===== config.mk =====
export PLATFORM = sky130hd
export DESIGN_NAME = pbat_bridge
export DESIGN_NICKNAME = d
export VERILOG_FILES = /design/src/verilog/pbat_pkg.sv /design/src/verilog/pbat_clk_en.sv /design/src/verilog/pbat_addr_dec.sv /design/src/verilog/pbat_bridge.sv
export SDC_FILE = /design/constraint.sdc
export NUM_CORES = 1
export LEC_CHECK = 0
export ABC_AREA = 1
export BUFFER_PORTS_ARGS = -buffer_cell sky130_fd_sc_hd__buf_2
export CAP_MARGIN = 20
export CORE_MARGIN = 2
export CORE_UTILIZATION = 45
export CTS_CLUSTER_DIAMETER = 30
export DETAILED_ROUTE_END_ITERATION = 10
export HOLD_SLACK_MARGIN = 0.05
export PLACE_DENSITY_LB_ADDON = 0.3
export SYNTH_ARGS = -nofsm -noshare
export SYNTH_HDL_FRONTEND = slang
export SYNTH_SLANG_ARGS = --single-unit

===== constraint.sdc =====
create_clock -name I_CORE_CLK -period 2.3 [get_ports I_CORE_CLK]
set_input_delay 0.115 -clock I_CORE_CLK [delete_from_list [all_inputs] [get_ports I_CORE_CLK]]
set_output_delay 0.115 -clock I_CORE_CLK [all_outputs]
set_load 0.005 [all_outputs]

===== src/verilog/pbat_pkg.sv =====
// Package of the peripheral bus access bridge: address windows, register widths,
// access cycle counts and bus select positions. Assumes nothing beyond SystemVerilog.
package pbat_pkg;

    // Target classes that the address decoder reports
    typedef enum logic [2:0] {
        PBAT_TGT_NONE,
        PBAT_TGT_INTREQ,
        PBAT_TGT_PB,
        PBAT_TGT_FLASH,
        PBAT_TGT_EXT,
        PBAT_TGT_EXTERR
    } pbat_tgt_e;

    // Address windows, first and last byte of each
    localparam logic [31:0] INTREQ_FIRST = 32'h0008_7000;
    localparam logic [31:0] INTREQ_LAST = 32'h0008_7FFF;
    localparam logic [31:0] PB_FIRST = 32'h0008_8000;
    localparam logic [31:0] PB_LAST = 32'h0008_BFFF;
    localparam logic [31:0] FLASH_FIRST = 32'h0008_C000;
    localparam logic [31:0] FLASH_LAST = 32'h0008_CFFF;
    localparam logic [31:0] EXT_FIRST = 32'h0008_1000;
    localparam logic [31:0] EXT_LAST = 32'h0008_12FF;
    localparam logic [31:0] EXTERR_FIRST = 32'h0008_1300;
    localparam logic [31:0] EXTERR_LAST = 32'h0008_13FF;
    // Word-wide registers inside the peripheral window
    localparam logic [31:0] W16A_FIRST = 32'h0008_B006;
    localparam logic [31:0] W16A_LAST = 32'h0008_B00B;
    localparam logic [31:0] W16B_FIRST = 32'h0008_B082;
    localparam logic [31:0] W16B_LAST = 32'h0008_B085;

    // Access size codes
    localparam logic [1:0] SIZE_8 = 2'h0;
    localparam logic [1:0] SIZE_16 = 2'h1;

    // Cycle counts; core-timed counts include the taking cycle
    localparam logic [1:0] CORE_ACC_CYC = 2'h2;
    localparam logic [1:0] PB_CYC_8 = 2'h2;
    localparam logic [1:0] PB_CYC_16 = 2'h3;
    localparam logic [1:0] FLASH_CYC = 2'h2;
    localparam logic [1:0] EXT_CYC = 2'h2;

    // Select vector: buses 1 to 6, then the external bus controller
    localparam int SEL_W = 7;
    localparam int SEL_BUS1 = 0;
    localparam int SEL_BUS2 = 1;
    localparam int SEL_BUS6 = 5;
    localparam int SEL_EXT = 6;

    // Divider ratio field width and reset value (divide by one)
    localparam int DIV_W = 6;
    localparam logic [5:0] DIV_RST = 6'h00;

endpackage


===== src/verilog/pbat_clk_en.sv =====
// Divided clock enable: one-cycle pulse every (i_div + 1) core cycles.
// Assumes i_div is a level from logic on the same clock.
`timescale 1ns/100ps
`default_nettype none
module pbat_clk_en #(
    parameter int DW = pbat_pkg::DIV_W
) (
    input wire logic i_clk,
    input wire logic i_rst_n,
    input wire logic [DW-1:0] i_div,
    output logic o_en
);
    logic [DW-1:0] cnt_r;
    logic [DW-1:0] cnt_nxt;
    logic en_r;
    logic en_nxt;

    // Wrap the count at the ratio, pulse on wrap
    always_comb begin
        if (cnt_r >= i_div) begin
            cnt_nxt = '0;
        end else begin
            cnt_nxt = cnt_r + {{(DW-1){1'b0}}, 1'b1};
        end
        en_nxt = (cnt_nxt == '0);
    end

    // Register state
    always_ff @(posedge i_clk or negedge i_rst_n) begin
        if (!i_rst_n) begin
            cnt_r <= '0;
            en_r <= 1'b0;
        end else begin
            cnt_r <= cnt_nxt;
            en_r <= en_nxt;
        end
    end

    assign o_en = en_r;
endmodule
`default_nettype wire


===== src/verilog/pbat_addr_dec.sv =====
// Address decoder: target class, declared register width and peripheral cycle count.
// Assumes a stable address; purely combinational.
`timescale 1ns/100ps
`default_nettype none
module pbat_addr_dec (
    input wire logic [31:0] i_addr,
    output pbat_pkg::pbat_tgt_e o_tgt,
    output logic [1:0] o_size,
    output logic [1:0] o_pcyc
);
    // Inclusive window test
    function automatic logic in_win(input logic [31:0] a, input logic [31:0] lo, input logic [31:0] hi);
        in_win = (a >= lo) && (a <= hi);
    endfunction

    logic wide;

    // Classify the address and look up width and cycles
    always_comb begin
        wide = in_win(i_addr, pbat_pkg::W16A_FIRST, pbat_pkg::W16A_LAST)
            || in_win(i_addr, pbat_pkg::W16B_FIRST, pbat_pkg::W16B_LAST);
        o_tgt = pbat_pkg::PBAT_TGT_NONE;
        o_size = pbat_pkg::SIZE_8;
        o_pcyc = pbat_pkg::CORE_ACC_CYC;
        if (in_win(i_addr, pbat_pkg::INTREQ_FIRST, pbat_pkg::INTREQ_LAST)) begin
            o_tgt = pbat_pkg::PBAT_TGT_INTREQ;
        end else if (in_win(i_addr, pbat_pkg::PB_FIRST, pbat_pkg::PB_LAST)) begin
            o_tgt = pbat_pkg::PBAT_TGT_PB;
            o_size = wide ? pbat_pkg::SIZE_16 : pbat_pkg::SIZE_8;
            o_pcyc = wide ? pbat_pkg::PB_CYC_16 : pbat_pkg::PB_CYC_8;
        end else if (in_win(i_addr, pbat_pkg::FLASH_FIRST, pbat_pkg::FLASH_LAST)) begin
            o_tgt = pbat_pkg::PBAT_TGT_FLASH;
            o_pcyc = pbat_pkg::FLASH_CYC;
        end else if (in_win(i_addr, pbat_pkg::EXT_FIRST, pbat_pkg::EXT_LAST)) begin
            o_tgt = pbat_pkg::PBAT_TGT_EXT;
            o_size = pbat_pkg::SIZE_16;
            o_pcyc = pbat_pkg::EXT_CYC;
        end else if (in_win(i_addr, pbat_pkg::EXTERR_FIRST, pbat_pkg::EXTERR_LAST)) begin
            o_tgt = pbat_pkg::PBAT_TGT_EXTERR;
            o_size = pbat_pkg::SIZE_16;
        end
    end
endmodule
`default_nettype wire


===== src/verilog/pbat_bridge.sv =====
// Peripheral bus access bridge: main bus slave on the core clock, master of the
// peripheral buses and external bus controller registers on divided clock enables.
// Assumes a master that pulses I_REQ only while O_BUSY is low and peripherals that
// act on O_P_STB and return read data on I_P_RDATA in the same cycle.
//
// Operation
// RL1 - An access costs the main bus cycle, the synchronisation wait and the peripheral bus cycles of the target bus.
// RL2 - The peripheral bus cycle count is looked up per target register.
// RL3 - Synchronisation is waited for on buses 2 to 6 and external bus registers, but not on bus error registers.
// RL4 - The synchronisation wait depends on the clock ratio and on where the access falls against the enable.
// RL5 - With the core at least as fast, main bus plus synchronisation takes at most one peripheral or flash clock.
// RL6 - With the core slower, the access counts in core clocks and the next access may start right after completion.
// RL7 - For external bus registers main bus plus synchronisation takes at most one external bus clock.
// RL8 - Accesses are launched only when no other master or fetch contends for the peripheral side.
// RL9 - Interrupt request registers are byte wide and complete in 2 core clocks regardless of ratio.
// RL10 - Second peripheral clock registers take 2 or 3 of its cycles, or 2 core clocks when the core is slower.
// RL11 - Byte registers take byte accesses and word registers word accesses; others end in an error.
// RL12 - A write has taken effect before its completion is signalled, so a later read sees it.
// RL13 - The master is held busy until the peripheral access is done and its data registered.
`timescale 1ns/100ps
`default_nettype none
module pbat_bridge #(
    parameter int DW = pbat_pkg::DIV_W
) (
    input wire logic I_CORE_CLK,
    input wire logic I_RST_N,
    input wire logic I_REQ,
    input wire logic [31:0] I_ADDR,
    input wire logic I_WE,
    input wire logic [1:0] I_SIZE,
    input wire logic [15:0] I_WDATA,
    output logic O_BUSY,
    output logic O_READY,
    output logic O_ERR,
    output logic [15:0] O_RDATA,
    input wire logic I_CONTEND,
    input wire logic I_CORE_SLOWER,
    input wire logic [DW-1:0] I_PERIPHERAL_CLOCK_B_DIV,
    input wire logic [DW-1:0] I_FLASH_INTERFACE_CLOCK_DIV,
    input wire logic [DW-1:0] I_BCLK_DIV,
    output logic [pbat_pkg::SEL_W-1:0] O_P_SEL,
    output logic O_P_STB,
    output logic [31:0] O_P_ADDR,
    output logic O_P_WE,
    output logic [1:0] O_P_SIZE,
    output logic [15:0] O_P_WDATA,
    input wire logic [15:0] I_P_RDATA
);
    typedef enum logic [2:0] {ST_IDLE, ST_ARB, ST_SYNC, ST_ACC, ST_DONE} pbat_st_e;

    pbat_st_e st_r, st_nxt;
    pbat_pkg::pbat_tgt_e tgt_r, tgt_nxt, dec_tgt;
    logic [31:0] addr_r, addr_nxt, dec_addr;
    logic we_r, we_nxt;
    logic [1:0] size_r, size_nxt, dec_size, dec_pcyc;
    logic [15:0] wdata_r, wdata_nxt, rdata_r, rdata_nxt;
    logic [1:0] cnt_r, cnt_nxt, pcyc_r, pcyc_nxt;
    logic ct_r, ct_nxt, err_r, err_nxt;
    logic [pbat_pkg::SEL_W-1:0] sel_r, sel_nxt, sel_dec;
    logic en_peripheral_clock_b, en_flash_interface_clock, en_bclk;
    logic [DW-1:0] tdiv;
    logic take, launch, bad, need_sync, core_timed, ten, tick, stb;

    // Divided clock enables for peripheral, flash interface and external bus clocks
    pbat_clk_en #(.DW(DW)) u_en_peripheral_clock_b (
        .i_clk(I_CORE_CLK),
        .i_rst_n(I_RST_N),
        .i_div(I_PERIPHERAL_CLOCK_B_DIV),
        .o_en(en_peripheral_clock_b)
    );
    pbat_clk_en #(.DW(DW)) u_en_flash_interface_clock (
        .i_clk(I_CORE_CLK),
        .i_rst_n(I_RST_N),
        .i_div(I_FLASH_INTERFACE_CLOCK_DIV),
        .o_en(en_flash_interface_clock)
    );
    pbat_clk_en #(.DW(DW)) u_en_bclk (
        .i_clk(I_CORE_CLK),
        .i_rst_n(I_RST_N),
        .i_div(I_BCLK_DIV),
        .o_en(en_bclk)
    );

    // Decode the incoming address when taking, the held one otherwise
    assign take = I_REQ && ((st_r == ST_IDLE) || (st_r == ST_DONE));
    assign dec_addr = take ? I_ADDR : addr_r;
    pbat_addr_dec u_dec (
        .i_addr(dec_addr),
        .o_tgt(dec_tgt),
        .o_size(dec_size),
        .o_pcyc(dec_pcyc)
    );

    // Launch qualifiers for the decoded target
    always_comb begin
        bad = (dec_tgt == pbat_pkg::PBAT_TGT_NONE) || ((take ? I_SIZE : size_r) != dec_size); // see RL11
        need_sync = (dec_tgt == pbat_pkg::PBAT_TGT_EXT)                                       // see RL3, RL7
            || (((dec_tgt == pbat_pkg::PBAT_TGT_PB) || (dec_tgt == pbat_pkg::PBAT_TGT_FLASH)) && !I_CORE_SLOWER);
        core_timed = (dec_tgt == pbat_pkg::PBAT_TGT_INTREQ) || (dec_tgt == pbat_pkg::PBAT_TGT_EXTERR) // see RL9
            || (((dec_tgt == pbat_pkg::PBAT_TGT_PB) || (dec_tgt == pbat_pkg::PBAT_TGT_FLASH)) && I_CORE_SLOWER);
        sel_dec = '0;
        case (dec_tgt)
            pbat_pkg::PBAT_TGT_INTREQ: sel_dec[pbat_pkg::SEL_BUS1] = 1'b1;
            pbat_pkg::PBAT_TGT_PB: sel_dec[pbat_pkg::SEL_BUS2] = 1'b1;
            pbat_pkg::PBAT_TGT_FLASH: sel_dec[pbat_pkg::SEL_BUS6] = 1'b1;
            pbat_pkg::PBAT_TGT_EXT, pbat_pkg::PBAT_TGT_EXTERR: sel_dec[pbat_pkg::SEL_EXT] = 1'b1;
            default: sel_dec = '0;
        endcase
    end

    // Access pacing: core-timed accesses tick every cycle, others on the target enable
    always_comb begin
        tdiv = '0;
        case (tgt_r)
            pbat_pkg::PBAT_TGT_PB: begin
                ten = en_peripheral_clock_b;
                tdiv = I_PERIPHERAL_CLOCK_B_DIV;
            end
            pbat_pkg::PBAT_TGT_FLASH: begin
                ten = en_flash_interface_clock;
                tdiv = I_FLASH_INTERFACE_CLOCK_DIV;
            end
            pbat_pkg::PBAT_TGT_EXT: begin
                ten = en_bclk;
                tdiv = I_BCLK_DIV;
            end
            default: ten = 1'b1;
        endcase
        tick = ct_r ? 1'b1 : ten; // see RL4, RL6
        stb = (st_r == ST_ACC) && tick && (cnt_r == 2'h1);
    end

    // Access sequencer next state
    always_comb begin
        st_nxt = st_r;
        tgt_nxt = tgt_r;
        addr_nxt = addr_r;
        we_nxt = we_r;
        size_nxt = size_r;
        wdata_nxt = wdata_r;
        rdata_nxt = rdata_r;
        cnt_nxt = cnt_r;
        pcyc_nxt = pcyc_r;
        ct_nxt = ct_r;
        err_nxt = err_r;
        sel_nxt = sel_r;
        launch = 1'b0;
        case (st_r)
            ST_IDLE, ST_DONE: begin
                if (st_r == ST_DONE) begin
                    st_nxt = ST_IDLE;
                    sel_nxt = '0;
                end
                if (take) begin
                    addr_nxt = I_ADDR;
                    we_nxt = I_WE;
                    size_nxt = I_SIZE;
                    wdata_nxt = I_WDATA;
                    if (I_CONTEND) begin
                        st_nxt = ST_ARB; // see RL8
                    end else begin
                        launch = 1'b1;
                    end
                end
            end
            ST_ARB: begin
                launch = !I_CONTEND; // see RL8
            end
            ST_SYNC: begin
                if (ten) begin
                    st_nxt = ST_ACC; // see RL5, RL7
                    sel_nxt = sel_dec;
                end
            end
            ST_ACC: begin
                if (tick) begin
                    cnt_nxt = cnt_r - 2'h1; // see RL2
                    if (cnt_r == 2'h1) begin
                        st_nxt = ST_DONE; // see RL12, RL13
                        rdata_nxt = we_r ? 16'h0000 : I_P_RDATA;
                    end
                end
            end
            default: st_nxt = ST_IDLE;
        endcase
        if (launch) begin
            tgt_nxt = dec_tgt;
            ct_nxt = core_timed;
            err_nxt = bad;
            rdata_nxt = 16'h0000;
            if (bad) begin
                st_nxt = ST_DONE; // see RL11
                sel_nxt = '0;
            end else if (need_sync) begin
                st_nxt = ST_SYNC; // see RL3
                cnt_nxt = dec_pcyc; // see RL1, RL10
                pcyc_nxt = dec_pcyc;
            end else begin
                st_nxt = ST_ACC; // see RL9, RL10
                cnt_nxt = pbat_pkg::CORE_ACC_CYC - 2'h1;
                pcyc_nxt = pbat_pkg::CORE_ACC_CYC - 2'h1;
                sel_nxt = sel_dec;
            end
        end
    end

    // Register the sequencer
    always_ff @(posedge I_CORE_CLK or negedge I_RST_N) begin
        if (!I_RST_N) begin
            st_r <= ST_IDLE;
            tgt_r <= pbat_pkg::PBAT_TGT_NONE;
            addr_r <= 32'h0000_0000;
            we_r <= 1'b0;
            size_r <= pbat_pkg::SIZE_8;
            wdata_r <= 16'h0000;
            rdata_r <= 16'h0000;
            cnt_r <= 2'h0;
            pcyc_r <= 2'h0;
            ct_r <= 1'b0;
            err_r <= 1'b0;
            sel_r <= '0;
        end else begin
            st_r <= st_nxt;
            tgt_r <= tgt_nxt;
            addr_r <= addr_nxt;
            we_r <= we_nxt;
            size_r <= size_nxt;
            wdata_r <= wdata_nxt;
            rdata_r <= rdata_nxt;
            cnt_r <= cnt_nxt;
            pcyc_r <= pcyc_nxt;
            ct_r <= ct_nxt;
            err_r <= err_nxt;
            sel_r <= sel_nxt;
        end
    end

    // Main bus and peripheral bus outputs
    assign O_BUSY = (st_r == ST_ARB) || (st_r == ST_SYNC) || (st_r == ST_ACC); // see RL13
    assign O_READY = (st_r == ST_DONE);
    assign O_ERR = err_r;
    assign O_RDATA = rdata_r;
    assign O_P_SEL = sel_r;
    assign O_P_STB = stb; // see RL12
    assign O_P_ADDR = addr_r;
    assign O_P_WE = we_r;
    assign O_P_SIZE = size_r;
    assign O_P_WDATA = wdata_r;

    // Helper: ticks counted during the access phase
    logic [1:0] acc_ticks_r;
    always_ff @(posedge I_CORE_CLK or negedge I_RST_N) begin
        if (!I_RST_N) begin
            acc_ticks_r <= 2'h0;
        end else if (launch) begin
            acc_ticks_r <= 2'h0;
        end else if ((st_r == ST_ACC) && tick) begin
            acc_ticks_r <= acc_ticks_r + 2'h1;
        end
    end

    // Helper: cycles spent waiting for the target enable
    logic [DW-1:0] sync_cyc_r;
    always_ff @(posedge I_CORE_CLK or negedge I_RST_N) begin
        if (!I_RST_N) begin
            sync_cyc_r <= '0;
        end else if (st_r == ST_SYNC) begin
            sync_cyc_r <= sync_cyc_r + {{(DW-1){1'b0}}, 1'b1};
        end else begin
            sync_cyc_r <= '0;
        end
    end
endmodule
`default_nettype wire


# Word-level counts from Yosys, hierarchy flattened

Cells that the tools add are included.

Flip-flop bits (word level): 105
Bits of input ports: 90
Word-level logic and storage cells: 146
Output and inout port bits: 78

Add/subtract/negate cells: 4
Mux-type cells: 54
$lt $le $gt $ge: 17
Equality and inequality tests: 18
Reductions and logical operators: 36

Operators with widths:

| cell                                                                | count |
|---|---|
| greater-or-equal comparator 32 x 20 -> 1 bit, second input constant | 7 |
| <= comparator 32 x 20 -> 1 bit, second input constant               | 7 |
| two-way mux 16 bit                                                  | 5 |
| two-way mux 3 bit                                                   | 13 |
| two-way mux 7 bit                                                   | 5 |
| two-way mux 32 bit                                                  | 1 |
| two-way mux 2 bit                                                   | 12 |
| adder 6 x 1 -> 6 bit, second input constant                         | 3 |
| equality test 3 x 2 -> 1 bit, second input constant                 | 6 |
| greater-or-equal comparator 6 bit                                   | 3 |
| zero test 6 bit                                                     | 3 |
| two-way mux 6 bit                                                   | 3 |
| case mux 7 bit (2 select lines)                                     | 1 |
| equality test 3 bit, second input constant                          | 4 |
| logical AND 1 bit                                                   | 12 |
| case mux 3 bit (4 select lines)                                     | 1 |
| two-way mux 1 bit                                                   | 11 |
| logical OR 1 bit                                                    | 9 |
| equality test 3 x 1 -> 1 bit, second input constant                 | 2 |
| zero test 3 bit                                                     | 2 |
| != test 3 bit, second input constant                                | 2 |
| nonzero test 2 bit                                                  | 3 |
| AND reduction 4 bit                                                 | 1 |
| OR reduction 2 bit                                                  | 2 |
| other kinds (10)                                                    | 11 |

# Logic depth before layout (Yosys ltp)

Depth in word-level cells: 19
Mapped depth: 23
Gate-level depth less buffers: 22

# Hierarchy

Synthesis repeated with hierarchy kept, for this count alone.

Cells, all modules: 693
Area, all modules: 6104.6 um^2

By module, submodules not included:

| module                                | times used | sequential area each (um^2) | area each (um^2) | cells each |
|---|---|---|---|---|
| pbat_bridge                           | 1          | 2102.0                      | 4093.9           | 379 |
| pbat_clk_en (u_en_bclk ...)           | 2          | 175.2                       | 506.7            | 72 |
| pbat_clk_en (u_en_peripheral_clock_b) | 1          | 175.2                       | 515.5            | 72 |
| pbat_addr_dec                         | 1          | 0.0                         | 481.7            | 98 |

# Worst setup path after synthesis

OpenSTA, ideal clock, no wires.

Path kind: register -> register
From: reg st_r[1]
To: reg sel_r (netlist bit O_P_SEL[5])
Slack: -0.020 ns
Data required time: 2.182 ns
Path buffers: 1
Arrival time: 2.202 ns
Cell stages (with the launch flop): 18
Library setup time: 0.118 ns
Clock period less this slack: 2.320 ns
Path through: dfrtp_1 > nor2_4 > nand2_4 > buf_6 > o21ai_2 > nand2_1 > nor2_2 > nand2_4 > nor2_8 > nand3_2 > nand3_1 > nand3_1 > o21ai_1 > inv_1 > nand2_4 > nand2_4 > nand3_1 > nand2_1

Word-level cells in the longest chain between the ends: 18
Elaborated cells between the ends (all ways): 60
Classes of those cells: order compare: 14; eq/ne: 7; mux: 22; reduce/logical: 17

Ends and longest elaborated chain:

| element                                                                                               | line                                                      | text |
|---|---|---|
| start, declared                                                                                       | pbat_bridge.sv:51                                         | `pbat_st_e st_r, st_nxt;` |
| start signal, assigned                                                                                | pbat_bridge.sv:223                                        | `st_r <= st_nxt;` |
| equality test 3 bit / zero test 3 bit (equally long branches)                                         | pbat_bridge.sv:85, pbat_bridge.sv:148, pbat_bridge.sv:150 |  |
| logical OR 1 bit                                                                                      | pbat_bridge.sv:85                                         | `assign take = I_REQ && ((st_r == ST_IDLE) \|\| (st_r == ST_DONE));` |
| logical AND 1 bit                                                                                     | pbat_bridge.sv:85                                         |  |
| two-way mux 32 bit                                                                                    | n/a                                                       |  |
| greater-or-equal comparator 32 x 20 -> 1 bit / <= comparator 32 x 20 -> 1 bit (equally long branches) | pbat_addr_dec.sv:13                                       | `in_win = (a >= lo) && (a <= hi);` |
| logical AND 1 bit                                                                                     | pbat_addr_dec.sv:13                                       |  |
| two-way mux 3 bit                                                                                     | pbat_addr_dec.sv:38                                       | `end else if (in_win(i_addr, pbat_pkg::EXTERR_FIRST, pbat_pkg::EXTERR_LAST)) begin` |
| two-way mux 3 bit                                                                                     | pbat_addr_dec.sv:34                                       | `end else if (in_win(i_addr, pbat_pkg::EXT_FIRST, pbat_pkg::EXT_LAST)) begin` |
| [... 3 more ...]                                                                                      | n/a                                                       |  |
| equality test 3 x 2 -> 1 bit (on tied branches)                                                       | pbat_bridge.sv:98, pbat_bridge.sv:102                     |  |
| two-way mux 1 bit / logical OR 1 bit (equally long branches)                                          | pbat_bridge.sv:102, pbat_bridge.sv:98                     |  |
| two-way mux 7 bit / logical AND 1 bit (equally long branches)                                         | pbat_bridge.sv:170, pbat_bridge.sv:98                     |  |
| case mux 7 bit (2 select lines) / logical OR 1 bit (equally long branches)                            | pbat_bridge.sv:148, pbat_bridge.sv:98                     |  |
| two-way mux 7 bit                                                                                     | pbat_bridge.sv:194                                        | `end else if (need_sync) begin` |
| two-way mux 7 bit                                                                                     | pbat_bridge.sv:191                                        | `if (bad) begin` |
| two-way mux 7 bit (*)                                                                                 | pbat_bridge.sv:186                                        | `if (launch) begin` |
| net sel_nxt (one bit)                                                                                 | pbat_bridge.sv:59                                         | `logic [pbat_pkg::SEL_W-1:0] sel_r, sel_nxt, sel_dec;` |
| end signal, assigned                                                                                  | pbat_bridge.sv:234                                        | `sel_r <= sel_nxt;` |
| end, declared                                                                                         | pbat_bridge.sv:59                                         |  |

Mark *: on every way through the listed nets, which the timed path passes. The rest lies on a longest branch.
A chain may end at the register's enable or synchronous reset.

# Worst setup path in the final report

From: reg st_r[1]
To: reg cnt_r[1]

Word-level cells in the longest chain between the ends: 18
Elaborated cells between the ends (all ways): 58
Classes of those cells: order compare: 14; eq/ne: 7; mux: 20; reduce/logical: 17

Ends and longest elaborated chain:

| element                                                                                               | line                                  | text |
|---|---|---|
| equality test 3 bit / zero test 3 bit (equally long branches)                                         | pbat_bridge.sv:85, pbat_bridge.sv:148 |  |
| logical OR 1 bit                                                                                      | pbat_bridge.sv:85                     |  |
| logical AND 1 bit                                                                                     | pbat_bridge.sv:85                     |  |
| two-way mux 32 bit                                                                                    | n/a                                   |  |
| greater-or-equal comparator 32 x 20 -> 1 bit / <= comparator 32 x 20 -> 1 bit (equally long branches) | pbat_addr_dec.sv:13                   |  |
| logical AND 1 bit                                                                                     | pbat_addr_dec.sv:13                   |  |
| two-way mux 3 bit                                                                                     | pbat_addr_dec.sv:38                   |  |
| two-way mux 3 bit                                                                                     | pbat_addr_dec.sv:34                   |  |
| [... 3 more ...]                                                                                      | n/a                                   |  |
| equality test 3 x 2 -> 1 bit                                                                          | pbat_bridge.sv:98                     | `\|\| (((dec_tgt == pbat_pkg::PBAT_TGT_PB) \|\| (dec_tgt == pbat_pkg::PBAT_TGT_FLASH)) && !I_CORE_SLOWER);` |
| logical OR 1 bit                                                                                      | pbat_bridge.sv:98                     |  |
| logical AND 1 bit                                                                                     | pbat_bridge.sv:98                     |  |
| logical OR 1 bit                                                                                      | pbat_bridge.sv:98                     |  |
| two-way mux 2 bit                                                                                     | pbat_bridge.sv:194                    |  |
| two-way mux 2 bit                                                                                     | pbat_bridge.sv:191                    |  |
| two-way mux 2 bit (*)                                                                                 | pbat_bridge.sv:186                    |  |
| net cnt_nxt[1]                                                                                        | pbat_bridge.sv:57                     | `logic [1:0] cnt_r, cnt_nxt, pcyc_r, pcyc_nxt;` |
| end signal, assigned                                                                                  | pbat_bridge.sv:230                    | `cnt_r <= cnt_nxt;` |
| end, declared                                                                                         | pbat_bridge.sv:57                     |  |

Marked as above.

==> out/qor.yml <==
ys_warn_count: 0
syn_to_final_growth_pct: 44.19
grt_usage: 0.2270
rsz0062_at_grt: "yes"
grt_pass1_wl_mm: 26.17
port_buffers: 167
ant_nets: 0
cp_common_cell: "nand2_1"
syn-num-nets: 866
clk_pin_slew_ns: 0.07
coreArea_um2: 13090
fp-row-count: 42
hpwl_mm: 10.88
end_kind: "flop"
drt_iter0_drc: 272
diodes: 0
root_buffer: "clkbuf_16"
drv_slew: 0
cp_cell_sequence: "nor2_4 -> buf_12 -> nand2_8 -> nand2_1 -> nand2_1 -> buf_4 -> nor2_1 -> nor2_2 -> nand2_1 -> nand2_1 -> nand2_1 -> nand2_1 -> nand2_2 -> nand4_1 -> nand2_2 -> nand2_4 -> nor2_4 -> inv_2 -> nand2_2 -> inv_2"
yosysSeqAreaShare: 0.4403
synthDistinctLibCells: 41
synth-seq-cells: 105
io_pins: 168
async_flop_share: 1.000
crit_slowest_cell: "dfrtp_1"
worst_slack_ns: -0.2519
instances_no_fill: 1215
dieArea_um2: 14200
relSlewSlack: 0.5713
wirelength_mm: 15.81
die_h_um: 119.2
worst-path-buf-inv: 4
clock_latency_ns: 0.34
synth_edf_count: 0
gp_congestion: 0.8750
cpLargestDelayFamily: "simple AND/OR/NAND/NOR gates"
fmax_mhz: 391.9
power_w: 0.005856
hold_class: "in2reg"
synth_area_um2: 5968
grt-ovfl-total: 0
violations: "setup timing"
start_kind: "flop"
via_per_inst: 4.763
start_util: 0.4561
min_period_ns: 2.552
cts.sinks: 105
worstSetupPathType: "reg2reg"
synth_area_leaders: "dfrtp_1, nand2_1, inv_1, ha_1, nand3_1"
vias: 5787
leakage_nw: 4.779
finalInstanceArea_um2: 8606
wl_per_cell_um: 13.01
reg2reg_depth: 20
place_inst: 1135
max-vdd-ir-drop_mv: 0.4618
worst_pin_slew_ns: 0.6431
synthCells: 754
finalCritPeriodShare: 1.110
synth-main-ff-cell: "dfrtp_1"
drive_above_1_share: 0.3446
drc: 0
status: "finished, violations left"
path_max_fanout: 10
cts_tree: "yes"
nets: 1146
powerDensity_nw_per_um2: 680.5
pre_cts_slack_ns: -0.2293
die_w_um: 119.2
required_ns: 2.55
grt_max_degree: 48
grt_antenna_before_repair: 0
fin_worst_skew_ns: 0.007330
grt_pass1_vias: 5662
cts.htree.levels: 3
slowest_delay_ns: 0.41
synth_area_leader_cell: "dfrtp_1"
hold_viol: 0
maxCapViolCount: 0
numCtsBuffers: 9
synth_top_cell_area_share: 0.4403
avgSynthCellArea_um2: 7.915
worstPathArrival_ns: 2.80
synth_commonest_cells: "nand2_1, inv_1, dfrtp_1, nor2_1, nand3_1"
synth.most_common_cell: "nand2_1"
dr.pass1.iters: 5
setup_viol: 14
dpl_cell_area_um2: 7365
worst-path-stages: 20
clockBufferDepth: 2
worstHoldPathCells: 4
-- worst register-to-register path: cells and delay by family, from the launching register on --
family                 cells  cell delay [ns]
buffers and inverters      4             0.41
DFF                        1             0.41
and+or+nand+nor           16             1.63
-- layout make-up --
class,instances,area (um2)
Fill cell,1126,4479
Multi-Input combinational cell,483,2944
Sequential cell,105,2628
Timing Repair Buffer,284,1958
Inverter,151,566.8
Clock buffer,11,232.7
Tap cell,176,220.2
Clock inverter,5,56.30
-- worst paths after layout --
path                            startpoint            to  slack [ns]
min in group asynchronous          I_RST_N  O_P_ADDR[29]        0.34
max in group asynchronous          I_RST_N   O_P_ADDR[4]        1.30
worst max register to register     st_r[1]      cnt_r[1]       -0.25
worst max-delay path               st_r[1]      cnt_r[1]       -0.25
worst min-delay path            I_ADDR[31]  O_P_ADDR[31]        0.07
worst min register to register        ct_r          ct_r        0.49
-- report_power, final --
part / internal (W) / switching (W)
clock network: 0.000844 / 0.000682
logic: 0.000930 / 0.00104
registers: 0.00215 / 0.000212
total: 0.00392 / 0.00194
-- per-layer routing --
metal / global-route usage / routed length (um) / share of wire
met1: 0.2864 / 6918 / 0.44
met2: 0.3897 / 7876 / 0.50
met3: 0.03975 / 696 / 0.044
met4: 0.08408 / 318 / 0.020
met5: 0 / 0 / 0
-- sequential cells by signal (all words and copies together) (netlist names), 3 cells and up --
register	cells
u_en_peripheral_clock_b.cnt_r	6
O_P_WDATA	16
O_P_ADDR	32
u_en_flash_interface_clock.cnt_r	6
st_r	3
O_P_SEL	7
tgt_r	3
O_RDATA	16
u_en_bclk.cnt_r	6
-- kinds of logic (layout without fill, tap and decap cells) --
family / after synthesis / count (layout) / synth area share
and+or+nand+nor: 370 / 374 / 0.2906
adders and majority gates: 22 / 22 / 0.04612
AOI/OAI and AO/OA: 63 / 63 / 0.06520
muxes: 16 / 16 / 0.03019
DFF: 105 / 105 / 0.4403
buffers and inverters: 170 / 451 / 0.1159
xor gates and xnor gates: 8 / 8 / 0.01174
-- metrics by stage --
step / hold WS (ns) / util / setup TNS (ns)
after floorplan: -0.1806 / - / -0.09678
after global placement: 0.1811 / 0.5628 / -1.575
after detailed placement: 0.1798 / 0.5628 / -2.572
after CTS: 0.06985 / 0.6362 / -1.647
after global routing: 0.09372 / 0.6577 / -5.531
final: 0.07271 / 0.6577 / -2.509
-- placed cells by master, fill, tap and decap left out, types with 5 or more instances in the layout --
master / n
buf_2: 166
nand2_1: 163
inv_1: 144
dfrtp_1: 105
buf_4: 59
nor2_1: 50
nand3_1: 46
dlygate4sd3_1: 46
nand2_2: 30
ha_1: 22
nand3b_1: 19
mux2_2: 16
o22ai_1: 16
nor2_2: 11
o21ai_0: 10
a21oi_1: 10
clkbuf_16: 10
nand4_1: 9
o21a_1: 9
nor2_4: 8
nand3_2: 8
nand2_4: 8
inv_2: 6
nor3_1: 5
xnor2_1: 5
buf_6: 5
buf_12: 5
-- repair_timing --
item | CTS | global route
cloned | 4 | 2
setup buffers | 2 | 11
hold endpoints to repair | 89 | 0
gates resized for setup | 30 | 53
hold buffers | 46 | 0
pin swaps | 9 | 17
setup endpoints to repair | 15 | 21
(Power assumes the default switching activity.)
